`config.mk`:
```
export PLATFORM = sky130hd
export DESIGN_NAME = lcfo_core
export DESIGN_NICKNAME = d
export VERILOG_FILES = /design/src/logic/lcfo_pkg.sv /design/src/logic/lcfo_buf.sv /design/src/logic/lcfo_core.sv
export VERILOG_INCLUDE_DIRS = /design/src /design/src/logic
export SDC_FILE = /design/constraint.sdc
export NUM_CORES = 1
export LEC_CHECK = 0
export BUFFER_PORTS_ARGS = -buffer_cell sky130_fd_sc_hd__buf_4
export CAP_MARGIN = 20
export CORE_ASPECT_RATIO = 0.9
export CORE_MARGIN = 5
export CORE_UTILIZATION = 35
export DETAILED_ROUTE_END_ITERATION = 8
export PLACE_DENSITY = 0.61
export SYNTH_ARGS = -nofsm -noshare
export SYNTH_HDL_FRONTEND = slang
export SYNTH_SLANG_ARGS = --single-unit
```
`constraint.sdc`:
```
create_clock -name clk -period 4.5 [get_ports clk]
set_clock_uncertainty 0.05 [all_clocks]
set_input_delay 0.9 -clock clk [delete_from_list [all_inputs] [get_ports clk]]
set_output_delay 0.9 -clock clk [all_outputs]
set_load 0.03 [all_outputs]
```
`src/logic/lcfo_map.svh`:
```
// Register offsets, field positions and reset values of the frame options
`ifndef LCFO_MAP_SVH
`define LCFO_MAP_SVH

// ----------------------------------------------------------------------
// Register byte offsets
// ----------------------------------------------------------------------
`define LCFO_OFF_CTRL      8'h00
`define LCFO_OFF_BAUD      8'h04
`define LCFO_OFF_STATUS    8'h08
`define LCFO_OFF_RXDATA    8'h0c
`define LCFO_OFF_TXDATA    8'h10
`define LCFO_OFF_CKSUM     8'h14
`define LCFO_OFF_RXBUF     8'h20
`define LCFO_OFF_TXBUF     8'h40
`define LCFO_BUF_SPAN      8'h20

// ----------------------------------------------------------------------
// Control fields
// ----------------------------------------------------------------------
`define LCFO_CTRL_CKS      11
`define LCFO_CTRL_MBUF     10
`define LCFO_CTRL_ADAPT    9
`define LCFO_CTRL_LIN      6
`define LCFO_CTRL_SLAVE    5

// ----------------------------------------------------------------------
// Baud fields and status bits
// ----------------------------------------------------------------------
`define LCFO_BAUD_PRESC_LSB 0
`define LCFO_BAUD_PRESC_MSB 23
`define LCFO_BAUD_FRAC_LSB  24
`define LCFO_BAUD_FRAC_MSB  26
`define LCFO_ST_CKS_ERR     0
`define LCFO_ST_BAUD_UPD    1
`define LCFO_ST_MEAS        2
`define LCFO_ST_CNT_LSB     8
`define LCFO_ST_CNT_MSB     11

// ----------------------------------------------------------------------
// Reset values
// ----------------------------------------------------------------------
`define LCFO_RST_PRESC     24'h000000
`define LCFO_RST_FRAC      3'h0
`define LCFO_RST_BYTE      8'h00

`endif

```
`src/logic/lcfo_pkg.sv`:
```
// Types shared by the frame options block
package lcfo_pkg;

    typedef struct packed {
        logic cks_enh;
        logic mbuf;
        logic adapt;
        logic lin;
        logic slave;
    } lcfo_ctrl_t;

    typedef struct packed {
        logic [2:0]  frac;
        logic [23:0] presc;
    } lcfo_baud_t;

    typedef struct packed {
        logic       valid;
        lcfo_baud_t baud;
    } lcfo_meas_t;

    typedef struct packed {
        logic       id_valid;
        logic       data_valid;
        logic       chk_valid;
        logic [7:0] data;
    } lcfo_rx_t;

    typedef enum logic [1:0] {
        LCFO_IDLE,
        LCFO_SYNC,
        LCFO_WAIT_ID,
        LCFO_DATA
    } lcfo_state_t;

endpackage

```
`src/logic/lcfo_buf.sv`:
```
// Small byte memory with registered read data, used as a multibuffer
`timescale 1ns/10ps
module lcfo_buf #(
    parameter int W = 8,
    parameter int D = 8,
    parameter int A = 3
) (
    input  wire logic         clk,
    input  wire logic         wr_en,
    input  wire logic [A-1:0] wr_addr,
    input  wire logic [W-1:0] wr_data,
    input  wire logic [A-1:0] rd_addr,
    output      logic [W-1:0] rd_data
);
    logic [W-1:0] mem [D];

    // ------------------------------------------------------------------
    // Storage has no reset; only written slots are meaningful
    // ------------------------------------------------------------------
    always_ff @(posedge clk) begin
        if (wr_en) begin
            mem[wr_addr] <= wr_data;
        end
        rd_data <= mem[rd_addr];
    end
endmodule // lcfo_buf

```
`src/logic/lcfo_core.sv`:
```
// Frame options of a LIN/SCI controller: checksum kind, buffers, baud adapt
//
// How it works
// - Checksum seeds with 0 (classic) or the identifier (enhanced) by bit 11.
// - Multibuffer bit steers data through buffers, else single data registers.
// - Buffer steering applies alike in LIN mode and plain serial mode.
// - Baud auto-adjust acts only in LIN mode during sync field detection.
// - Slave with adjust enabled writes measured prescalers when they differ.
// - Adjust disabled leaves the baud prescaler register untouched.
//
// Implementation choices: the address-and-strobe port and the register offsets.
`timescale 1ns/10ps
`include "lcfo_map.svh"
module lcfo_core import lcfo_pkg::*; #(
    parameter int DEPTH = 8,
    parameter int IDX_W = 3
) (
    input  wire logic             clk,
    input  wire logic             nrst,
    input  wire logic [7:0]       reg_addr,
    input  wire logic [31:0]      reg_wdata,
    input  wire logic             reg_wr,
    input  wire logic             reg_rd,
    output      logic [31:0]      reg_rdata,
    input  wire logic             sync_detect,
    input  wire lcfo_meas_t       meas,
    input  wire lcfo_rx_t         rx_ev,
    input  wire logic             tx_req,
    input  wire logic [IDX_W-1:0] tx_idx,
    output      logic [7:0]       tx_byte,
    output      logic             tx_byte_valid,
    output      logic [7:0]       tx_cks,
    output      lcfo_baud_t       baud,
    output      lcfo_ctrl_t       ctrl
);

    // ------------------------------------------------------------------
    // Decoding helpers
    // ------------------------------------------------------------------
    function automatic logic is_buf(input logic [7:0] a,
                                    input logic [7:0] base);
        return (a >= base) && (a < base + `LCFO_BUF_SPAN)
               && (a[1:0] == 2'h0);
    endfunction

    function automatic logic [IDX_W-1:0] buf_idx(input logic [7:0] a);
        return IDX_W'(a[7:2]);
    endfunction

    // Carry-wrapping byte sum, shared by receive check and transmit
    function automatic logic [7:0] cks_add(input logic [7:0] s,
                                           input logic [7:0] b);
        logic [8:0] t;
        t = {1'b0, s} + {1'b0, b};
        return t[7:0] + {7'h00, t[8]};
    endfunction

    // ------------------------------------------------------------------
    // State
    // ------------------------------------------------------------------
    lcfo_state_t      state;
    lcfo_state_t      next_state;
    lcfo_baud_t       next_baud;
    lcfo_ctrl_t       next_ctrl;
    logic [7:0]       sum;
    logic [7:0]       next_sum;
    logic [7:0]       last_cks;
    logic [7:0]       next_last_cks;
    logic             cks_err;
    logic             next_cks_err;
    logic             baud_upd;
    logic             next_baud_upd;
    logic [IDX_W:0]   rx_cnt;
    logic [IDX_W:0]   next_rx_cnt;
    logic [7:0]       rx_single;
    logic [7:0]       next_rx_single;
    logic [7:0]       tx_single;
    logic [7:0]       next_tx_single;
    logic [7:0]       tx_single_q;
    logic [7:0]       next_tx_single_q;
    logic             tx_sel_mbuf;
    logic             next_tx_sel_mbuf;
    logic             next_tx_byte_valid;
    logic [31:0]      rd_reg;
    logic [31:0]      next_rd_reg;
    logic [1:0]       rd_src;
    logic [1:0]       next_rd_src;
    logic             adapt_ok;
    logic             rxbuf_we;
    logic             txbuf_we;
    logic [7:0]       rxbuf_q;
    logic [7:0]       txbuf_q;
    logic [IDX_W-1:0] rx_wr_idx;
    logic             wr_ctrl;
    logic             wr_baud;
    logic             wr_stat;
    logic             wr_tx;

    assign wr_ctrl = reg_wr && (reg_addr == `LCFO_OFF_CTRL);
    assign wr_baud = reg_wr && (reg_addr == `LCFO_OFF_BAUD);
    assign wr_stat = reg_wr && (reg_addr == `LCFO_OFF_STATUS);
    assign wr_tx   = reg_wr && (reg_addr == `LCFO_OFF_TXDATA);

    // ------------------------------------------------------------------
    // Frame sequencer
    // ------------------------------------------------------------------
    always_comb begin
        next_state = state;
        unique case (state)
            LCFO_IDLE: begin
                if (sync_detect) begin
                    next_state = LCFO_SYNC;
                end else if (rx_ev.id_valid) begin
                    next_state = LCFO_DATA;
                end
            end
            LCFO_SYNC: begin
                if (!sync_detect) begin
                    next_state = LCFO_WAIT_ID;
                end
            end
            LCFO_WAIT_ID: begin
                if (rx_ev.id_valid) begin
                    next_state = LCFO_DATA;
                end else if (sync_detect) begin
                    next_state = LCFO_SYNC;
                end
            end
            LCFO_DATA: begin
                if (rx_ev.chk_valid) begin
                    next_state = LCFO_IDLE;
                end else if (sync_detect) begin
                    next_state = LCFO_SYNC;
                end
            end
        endcase
    end

    // ------------------------------------------------------------------
    // Control and baud prescaler register
    // ------------------------------------------------------------------
    // Adjust only counts while the sync field is being measured in LIN
    assign adapt_ok = ctrl.lin && ctrl.adapt && ctrl.slave
                      && (state == LCFO_SYNC) && meas.valid;

    always_comb begin
        next_ctrl = ctrl;
        next_baud = baud;
        if (wr_ctrl) begin
            next_ctrl.cks_enh = reg_wdata[`LCFO_CTRL_CKS];
            next_ctrl.mbuf    = reg_wdata[`LCFO_CTRL_MBUF];
            next_ctrl.adapt   = reg_wdata[`LCFO_CTRL_ADAPT];
            next_ctrl.lin     = reg_wdata[`LCFO_CTRL_LIN];
            next_ctrl.slave   = reg_wdata[`LCFO_CTRL_SLAVE];
        end
        if (wr_baud) begin
            next_baud.presc =
                reg_wdata[`LCFO_BAUD_PRESC_MSB:`LCFO_BAUD_PRESC_LSB];
            next_baud.frac  =
                reg_wdata[`LCFO_BAUD_FRAC_MSB:`LCFO_BAUD_FRAC_LSB];
        end
        // Measured rate overrides a same-cycle software write
        if (adapt_ok && (meas.baud != baud)) begin
            next_baud = meas.baud;
        end
        // Without adapt_ok the register keeps the configured rate
    end

    // ------------------------------------------------------------------
    // Checksum and status flags
    // ------------------------------------------------------------------
    always_comb begin
        next_sum      = sum;
        next_last_cks = last_cks;
        next_cks_err  = cks_err;
        next_baud_upd = baud_upd;
        if (wr_stat) begin
            if (reg_wdata[`LCFO_ST_CKS_ERR]) begin
                next_cks_err = 1'b0;
            end
            if (reg_wdata[`LCFO_ST_BAUD_UPD]) begin
                next_baud_upd = 1'b0;
            end
        end
        if (rx_ev.id_valid) begin
            // Enhanced sum covers the protected identifier as well
            next_sum = ctrl.cks_enh ? rx_ev.data : `LCFO_RST_BYTE;
        end else if (rx_ev.data_valid) begin
            next_sum = cks_add(sum, rx_ev.data);
        end else if (tx_byte_valid) begin
            next_sum = cks_add(sum, tx_byte);
        end
        if (rx_ev.chk_valid && (state == LCFO_DATA)) begin
            next_last_cks = rx_ev.data;
            if (cks_add(sum, rx_ev.data) != 8'hff) begin
                next_cks_err = 1'b1;
            end
        end
        if (adapt_ok && (meas.baud != baud)) begin
            next_baud_upd = 1'b1;
        end
    end

    assign tx_cks = ~sum;

    // ------------------------------------------------------------------
    // Data steering between buffers and single registers
    // ------------------------------------------------------------------
    // Same steering in LIN and plain serial mode; ctrl.lin is not read
    assign rx_wr_idx = rx_cnt[IDX_W-1:0];
    assign rxbuf_we  = ctrl.mbuf && rx_ev.data_valid
                       && (rx_cnt < (IDX_W+1)'(DEPTH));
    assign txbuf_we  = reg_wr && is_buf(reg_addr, `LCFO_OFF_TXBUF);

    always_comb begin
        next_rx_cnt      = rx_cnt;
        next_rx_single   = rx_single;
        next_tx_single   = tx_single;
        next_tx_single_q = tx_single_q;
        next_tx_sel_mbuf = tx_sel_mbuf;
        if (rx_ev.id_valid) begin
            next_rx_cnt = '0;
        end else if (rx_ev.data_valid) begin
            if (!ctrl.mbuf) begin
                next_rx_single = rx_ev.data;
            end else if (rx_cnt < (IDX_W+1)'(DEPTH)) begin
                next_rx_cnt = rx_cnt + (IDX_W+1)'(1);
            end
        end
        if (wr_tx) begin
            next_tx_single = reg_wdata[7:0];
        end
        if (tx_req) begin
            next_tx_single_q = tx_single;
            next_tx_sel_mbuf = ctrl.mbuf;
        end
    end

    assign next_tx_byte_valid = tx_req;

    lcfo_buf #(.W(8), .D(DEPTH), .A(IDX_W)) u_rxbuf (
        .clk     (clk),
        .wr_en   (rxbuf_we),
        .wr_addr (rx_wr_idx),
        .wr_data (rx_ev.data),
        .rd_addr (buf_idx(reg_addr - `LCFO_OFF_RXBUF)),
        .rd_data (rxbuf_q)
    );

    lcfo_buf #(.W(8), .D(DEPTH), .A(IDX_W)) u_txbuf (
        .clk     (clk),
        .wr_en   (txbuf_we),
        .wr_addr (buf_idx(reg_addr - `LCFO_OFF_TXBUF)),
        .wr_data (reg_wdata[7:0]),
        .rd_addr (tx_idx),
        .rd_data (txbuf_q)
    );

    assign tx_byte = tx_sel_mbuf ? txbuf_q : tx_single_q;

    // ------------------------------------------------------------------
    // Register read path, data valid only in the cycle after the strobe
    // ------------------------------------------------------------------
    always_comb begin
        next_rd_reg = 32'h00000000;
        next_rd_src = 2'h0;
        if (reg_rd) begin
            if (reg_addr == `LCFO_OFF_CTRL) begin
                next_rd_reg[`LCFO_CTRL_CKS]   = ctrl.cks_enh;
                next_rd_reg[`LCFO_CTRL_MBUF]  = ctrl.mbuf;
                next_rd_reg[`LCFO_CTRL_ADAPT] = ctrl.adapt;
                next_rd_reg[`LCFO_CTRL_LIN]   = ctrl.lin;
                next_rd_reg[`LCFO_CTRL_SLAVE] = ctrl.slave;
            end else if (reg_addr == `LCFO_OFF_BAUD) begin
                next_rd_reg = {5'h00, baud.frac, baud.presc};
            end else if (reg_addr == `LCFO_OFF_STATUS) begin
                next_rd_reg[`LCFO_ST_CKS_ERR]  = cks_err;
                next_rd_reg[`LCFO_ST_BAUD_UPD] = baud_upd;
                next_rd_reg[`LCFO_ST_MEAS]     = (state == LCFO_SYNC);
                next_rd_reg[`LCFO_ST_CNT_MSB:`LCFO_ST_CNT_LSB] =
                    4'(rx_cnt);
            end else if (reg_addr == `LCFO_OFF_RXDATA) begin
                next_rd_reg[7:0] = rx_single;
            end else if (reg_addr == `LCFO_OFF_TXDATA) begin
                next_rd_reg[7:0] = tx_single;
            end else if (reg_addr == `LCFO_OFF_CKSUM) begin
                next_rd_reg[15:0] = {last_cks, ~sum};
            end else if (is_buf(reg_addr, `LCFO_OFF_RXBUF)) begin
                next_rd_src = 2'h1;
            end
        end
    end

    assign reg_rdata = (rd_src == 2'h1) ? {24'h000000, rxbuf_q} : rd_reg;

    // ------------------------------------------------------------------
    // Registers
    // ------------------------------------------------------------------
    always_ff @(posedge clk) begin
        if (!nrst) begin
            state         <= LCFO_IDLE;
            ctrl          <= '0;
            baud.presc    <= `LCFO_RST_PRESC;
            baud.frac     <= `LCFO_RST_FRAC;
            sum           <= `LCFO_RST_BYTE;
            last_cks      <= `LCFO_RST_BYTE;
            cks_err       <= 1'b0;
            baud_upd      <= 1'b0;
            rx_cnt        <= '0;
            rx_single     <= `LCFO_RST_BYTE;
            tx_single     <= `LCFO_RST_BYTE;
            tx_single_q   <= `LCFO_RST_BYTE;
            tx_sel_mbuf   <= 1'b0;
            tx_byte_valid <= 1'b0;
            rd_reg        <= 32'h00000000;
            rd_src        <= 2'h0;
        end else begin
            state         <= next_state;
            ctrl          <= next_ctrl;
            baud          <= next_baud;
            sum           <= next_sum;
            last_cks      <= next_last_cks;
            cks_err       <= next_cks_err;
            baud_upd      <= next_baud_upd;
            rx_cnt        <= next_rx_cnt;
            rx_single     <= next_rx_single;
            tx_single     <= next_tx_single;
            tx_single_q   <= next_tx_single_q;
            tx_sel_mbuf   <= next_tx_sel_mbuf;
            tx_byte_valid <= next_tx_byte_valid;
            rd_reg        <= next_rd_reg;
            rd_src        <= next_rd_src;
        end
    end

endmodule // lcfo_core

```
# Word-level counts from Yosys, hierarchy flattened
# Memories as Yosys holds them, arrays and structs flattened. A register that Yosys moved wholly into a read port is not among the register bits.
# Cells that the tools add are included.
# word_totals
ramBits	128
regBits	116
n_memories	2
out_inout_bits	81
in_bits	88
elab_cells	127
# mem_list
name	depth	width	rd	rd_ports_with_merged_regs	wr	line_no	text
u_rxbuf.mem	8	8	1	1	1	lcfo_buf.sv:15	logic [W-1:0] mem [D];
u_txbuf.mem	8	8	1	1	1	lcfo_buf.sv:15	
# classes
magnitude_cmp	5
n_reduce_logical	33
bitwise	6
n_mux	39
add_sub_neg	7
eq_ne	13
# op_table
cell	n
8-bit two-way mux	9
27-bit two-way mux	2
16-bit two-way mux	2
32-bit two-way mux	1
27-bit != test	1
8-bit by 8-bit adder with 9-bit output	2
1-bit logical AND	17
8-bit by 1-bit adder with 8-bit output	2
8-bit by 4-bit equality test with 1-bit output, second input constant	2
8-bit by 5-bit equality test with 1-bit output, second input constant	2
8-bit by 7-bit < comparator with 1-bit output, second input constant	2
2-bit two-way mux	7
1-bit two-way mux	12
5-bit by 1-bit subtractor with 5-bit output, second input constant	2
8-bit by 3-bit equality test with 1-bit output, second input constant	1
8-bit by 6-bit >= comparator with 1-bit output, second input constant	1
8-bit by 7-bit >= comparator with 1-bit output, second input constant	1
8-bit logical NOT	1
4-bit two-way mux	2
8-bit != test, second input constant	1
8-bit inverter	1
2-bit case mux with 4 select lines	1
8-bit OR reduction	1
3-bit two-way mux	2
16 further kinds	28

# Longest topological paths before layout
# logic_depth
ltp_word	7
ltp_mapped	18
depth_no_buf	17

# By module
# From an unflattened synthesis, not the netlist that was laid out.
# hier_totals
cells_unflattened	963
area_unflattened_um2	11583.6
# modules_own_cells
mod	seq_area_each_um2	cells_each	n_inst	area_per_inst_um2
lcfo_core	2202.1	735	1	6200.9
lcfo_buf	2082.0	114	2	2691.3

# Worst setup path after synthesis
# Ideal clock, no wire load.
# synth_timing
path_kind	input-to-reg
startpoint	input port rx_ev[0] (netlist bit)
endpoint	register sum[7]
required_time_ps	4331
arrival_ps	3639
setup_ps	119
slack_ps	692
n_path_buf	0
cell_stages	13
cell_sequence	ha_1 fa_1 a211oi_2 o21bai_1 a21oi_2 o21bai_1 a21o_1 ha_1 and3_1 and2_1 and4_1 or3_1 o221a_1
# synth_between
elab_chain_len	4
# synth_lines
element	line_no	text
start, declared	lcfo_core.sv:27	input wire lcfo_rx_t rx_ev,
8-bit by 8-bit adder with 9-bit output	lcfo_core.sv:54	t = {1'b0, s} + {1'b0, b};
8-bit by 1-bit adder with 8-bit output	lcfo_core.sv:55	return t[7:0] + {7'h00, t[8]};
8-bit two-way mux	lcfo_core.sv:188	end else if (rx_ev.data_valid) begin
8-bit two-way mux	lcfo_core.sv:185	if (rx_ev.id_valid) begin
end signal, assigned	lcfo_core.sv:305	sum <= `LCFO_RST_BYTE;
end signal, assigned	lcfo_core.sv:321	sum <= next_sum;
end, declared	lcfo_core.sv:65	logic [7:0] sum;
# No other way between the ends.
# A chain may end at the register's enable or synchronous reset.

# Worst setup path after layout
# layout_timing
startpoint	register tx_sel_mbuf
endpoint	register sum[7]
# layout_between
elab_chain_len	6
# layout_lines
element	line_no	text
start, declared	lcfo_core.sv:81	logic tx_sel_mbuf;
start signal, assigned	lcfo_core.sv:329	tx_sel_mbuf <= next_tx_sel_mbuf;
8-bit two-way mux	lcfo_core.sv:259	assign tx_byte = tx_sel_mbuf ? txbuf_q : tx_single_q;
8-bit by 8-bit adder with 9-bit output	lcfo_core.sv:54	
8-bit by 1-bit adder with 8-bit output	lcfo_core.sv:55	
8-bit two-way mux	lcfo_core.sv:190	end else if (tx_byte_valid) begin
8-bit two-way mux	lcfo_core.sv:188	
8-bit two-way mux	lcfo_core.sv:185	
# No other way between the ends. The select of a mux whose other input is x is not followed.

==> metrics.md <==
| Metric | Value |
|---|---|
| Status | finished clean |
| Clock sinks | about 250 |
| CP max stage delay | 0.57 ns |
| Final Instance Count excl. Fillers | approximately 1600 |
| Die Y | around 180 um |
| Nets | 1238 |
| Leading registers by flop count | u_rxbuf.mem x64, u_txbuf.mem x64 |
| Clock root buffer | clkbuf_16 |
| Reg power frac | 46.9% |
| Async SR Flop Fraction | 0% |
| CP Class | flop to flop |
| Worst EP required | 4.87 ns |
| Synth cell types | 67 |
| Share of cells above drive strength 1 | 25.7% |
| Num CTS Buffers | 28 |
| Crit end category | flop |
| Final hold violations | 0 |
| Drt via density | 5.31 |
| Tot GR Track Use | 17.8% |
| Critical path cell sequence | mux2_2 > ha_1 > inv_1 > fa_1 > nor2b_1 > o311ai_1 > a21o_1 > nand2b_1 > a21o_1 > ha_1 > and3_2 > nand3_1 > or4_1 > and3_1 > o221a_1 |
| Fillers | 3097 |
| Post-CTS Hold Fix Bufs | 0 |
| RSZ-0062 raised after global routing | false |
| Post-CTS sizing | 0 |
| Synth top area share | roughly a third |
| Clk network pwr share | 45.2% |
| Post-synth top cells | 128 x edfxtp_1, 126 x dfxtp_1, 86 x nand2_1 |
| Largest net degree at the start of global routing | 81 |
| Accumulated negative setup slack | 0 ns |
| Drt drc | 0 |
| Max Slew Vio Count | 0 |
| Final hold slack | roughly 0.42 ns |
| Starting Density | a little over a third |
| CTS Buffer Depth | 3 |
| Worst slew pin tran | ~1.0 ns |
| Core area | 32900 um^2 |
| Cells after Synth | 980 |
| Internal power | 4.08 mW |
| Overflow after GRT | 0 |
| Post-route ant nets | 0 |
| WP data arrival | 4.13 ns |
| Number of global-route vias before repair | 8370 |
| Number of buffers inserted by post-CTS setup repair | 0 |
| Sw Pwr | 1.20 mW |
| Global-route wire length before repair | 51.2 mm |
| Post-synthesis simple-gate area fraction | 14.7% |
| Post-DP Area | 13200 um^2 |
| DR vias | 8344 |
| Setup violators final | 0 |
| GP Congestion | 0.836 |
| CTS clk-pin slew, worst paths | 0.06 ns |
| Largest family of logic cells by synthesized area | simple AND/OR/NAND/NOR gates |
| I/O pin cnt | 169 |
| Final min period | 3.76 ns |
| Max-Cap Viols | 0 |
| Slew HR | 30.4% |
| Maximum vdd drop | between 200 and 250 uV |
| Yosys warns | 0 |
| CTS tree | built |
| Post-Synth XOR/XNOR Area | roughly 3.4% |
| Dpl hpwl | 24.2 mm |
| Top-count cell post-synth | edfxtp_1 |
| Synth Area per Inst | 11.9 um^2 |
| H-Tree Depth | 1 |
| PD cells | 371 nW/um^2 |
| Die ar. | 37200 um^2 |
| PortBufs | 158 |
| Initial antenna violation count | 1 |
| Combinational share of power | 7.9% |
| Post-DR wirelength/cell | about 22 um |
| P_leak | 5.77 nW |
| Worst slack, placed | slightly above 0.3 ns |
| Post-Synthesis Cell Area | 11700 um^2 |
| Rows | 63 |
| Area leader, netlist | edfxtp_1 |
| DRT iter0 DRCs | ~650 |
| Syn-to-layout area delta | 21.7% |
| Register area share after synthesis | between 50% and 60% |
| Setup ws final | around 0.74 ns |
| Ys flop type | edfxtp_1 |
| Clock Latency Late Sink | approximately 0.53 ns |
| Switching power share of the total | a little under a quarter |
| Pre-Repair DR Iteration Count | 4 |
| Synth area leaders | edfxtp_1 33%, dfxtp_1 22%, mux4_2 6.2%, mux2_2 3.3%, nand3_1 3.0% |
| Worst Hold Class | flop to flop |
| Synth Area in Compound Gates | approximately a tenth |
| Die X | 203 um |
| Number of synthesized flops with an enable pin | 128 |
| Final Cell Area | 14200 um^2 |
| Antenna cells | 0 |
| DRT Wirelength | 34.0 mm |
| DP Cell Count | around 1500 |
| Post-synthesis mux area share | 12.4% |
| Crit path max fanout | 9 |
| Slowest-stage cell, CP | dfxtp_1 |
| Tcrit/Tclk final | between 80 and 90% |
| Yosys reg bits | 254 |
| Adder-cell area share of the yosys netlist | 2.59% |
| Worst setup SP type | flop |
| FMAX | 266 MHz |
==> routing by layer <==
layer  wire length [um]  global-route usage (%)  vias to the layer above
met1              15600                    25.6                     4171
met4                531                    3.56                        0
met3               1860                    2.42                       41
met2              16000                    29.0                      226
met5                  0                       0                        -
li1                   -                       -                     3906
==> cells by family after synthesis <==
family / count (synthesis)
AO/OA/AOI/OAI: 144
XOR/XNOR: 45
adder cells (fa/ha/maj): 23
buffers and inverters: 75
flip-flops: 254
multiplexers: 101
other: 1
AND/OR/NAND/NOR: 337
==> layout by cell type, fill, tap and decap left out, types with 4 or more instances in the layout <==
cell / count
nor3_1: 10
conb_1: 5
nand3_1: 71
and2_1: 17
clkinv_2: 5
a21o_1: 8
a22oi_1: 6
and3_1: 7
dfxtp_1: 126
a21boi_0: 17
a32oi_1: 6
nor4_1: 5
xnor2_1: 27
nand2_1: 86
o31ai_1: 4
ha_1: 21
buf_4: 171
clkbuf_8: 4
mux2i_1: 35
a211oi_1: 6
o21ai_0: 22
a21oi_1: 14
nor3b_1: 4
xor2_1: 18
clkbuf_1: 4
o211a_1: 27
mux4_2: 32
o211ai_1: 5
nand4_1: 6
nor2_1: 51
inv_1: 17
a22o_1: 6
nor2b_1: 49
nand2b_1: 11
mux2_2: 34
edfxtp_1: 128
clkbuf_16: 30
==> path summary, 6_finish.rpt <==
kind	slack, ns	start	depth (start not counted)	end
worst max-delay path	0.74	tx_sel_mbuf$_SDFFE_PN0P_	15	sum[7]$_SDFFE_PN0P_
worst max register to register	0.74	tx_sel_mbuf$_SDFFE_PN0P_	15	sum[7]$_SDFFE_PN0P_
worst min register to register	0.42	last_cks[2]$_SDFFE_PN0P_	2	last_cks[2]$_SDFFE_PN0P_
worst min-delay path	0.42	last_cks[2]$_SDFFE_PN0P_	2	last_cks[2]$_SDFFE_PN0P_
==> per-stage QoR <==
step	total power [mW]	util [%]
6_report	5.28	43.2
5_1_grt	5.45	43.2
4_1_cts	5.32	43.2
3_5_place_dp	2.94	40.2
3_3_place_gp	2.93	40.2
2_1_floorplan	2.77	-
==> worst max-delay path, delay by kind of cell, from the launching register on <==
family	cells	cell delay, ns
compound gates	4	0.67
fa+ha+maj	3	0.72
buf+inv	1	0.05
mux	1	0.26
flops	1	0.57
simple gates	6	1.35
==> power by group through the flow <==
stage | logic (mW) | clock network (mW) | registers [mW]
2_1_floorplan | 0.254 | 0 | 2.51
3_3_place_gp | 0.409 | 0 | 2.53
3_5_place_dp | 0.414 | 0 | 2.53
4_1_cts | 0.416 | 2.43 | 2.48
5_1_grt | 0.450 | 2.53 | 2.48
6_report | 0.417 | 2.39 | 2.48
==> final cells by class <==
cell class | instances | area (um^2) | area share [%]
Sequential cell | 254 | 6370 | 44.8
Clock inverter | 14 | 155 | 1.09
Timing Repair Buffer | 171 | 1280 | 9.03
Multi-Input combinational cell | 655 | 5000 | 35.2
Inverter | 17 | 63.8 | 0.449
Tap cell | 422 | 528 | 3.71
Clock buffer | 38 | 821 | 5.77
(Power assumes the default switching activity.)
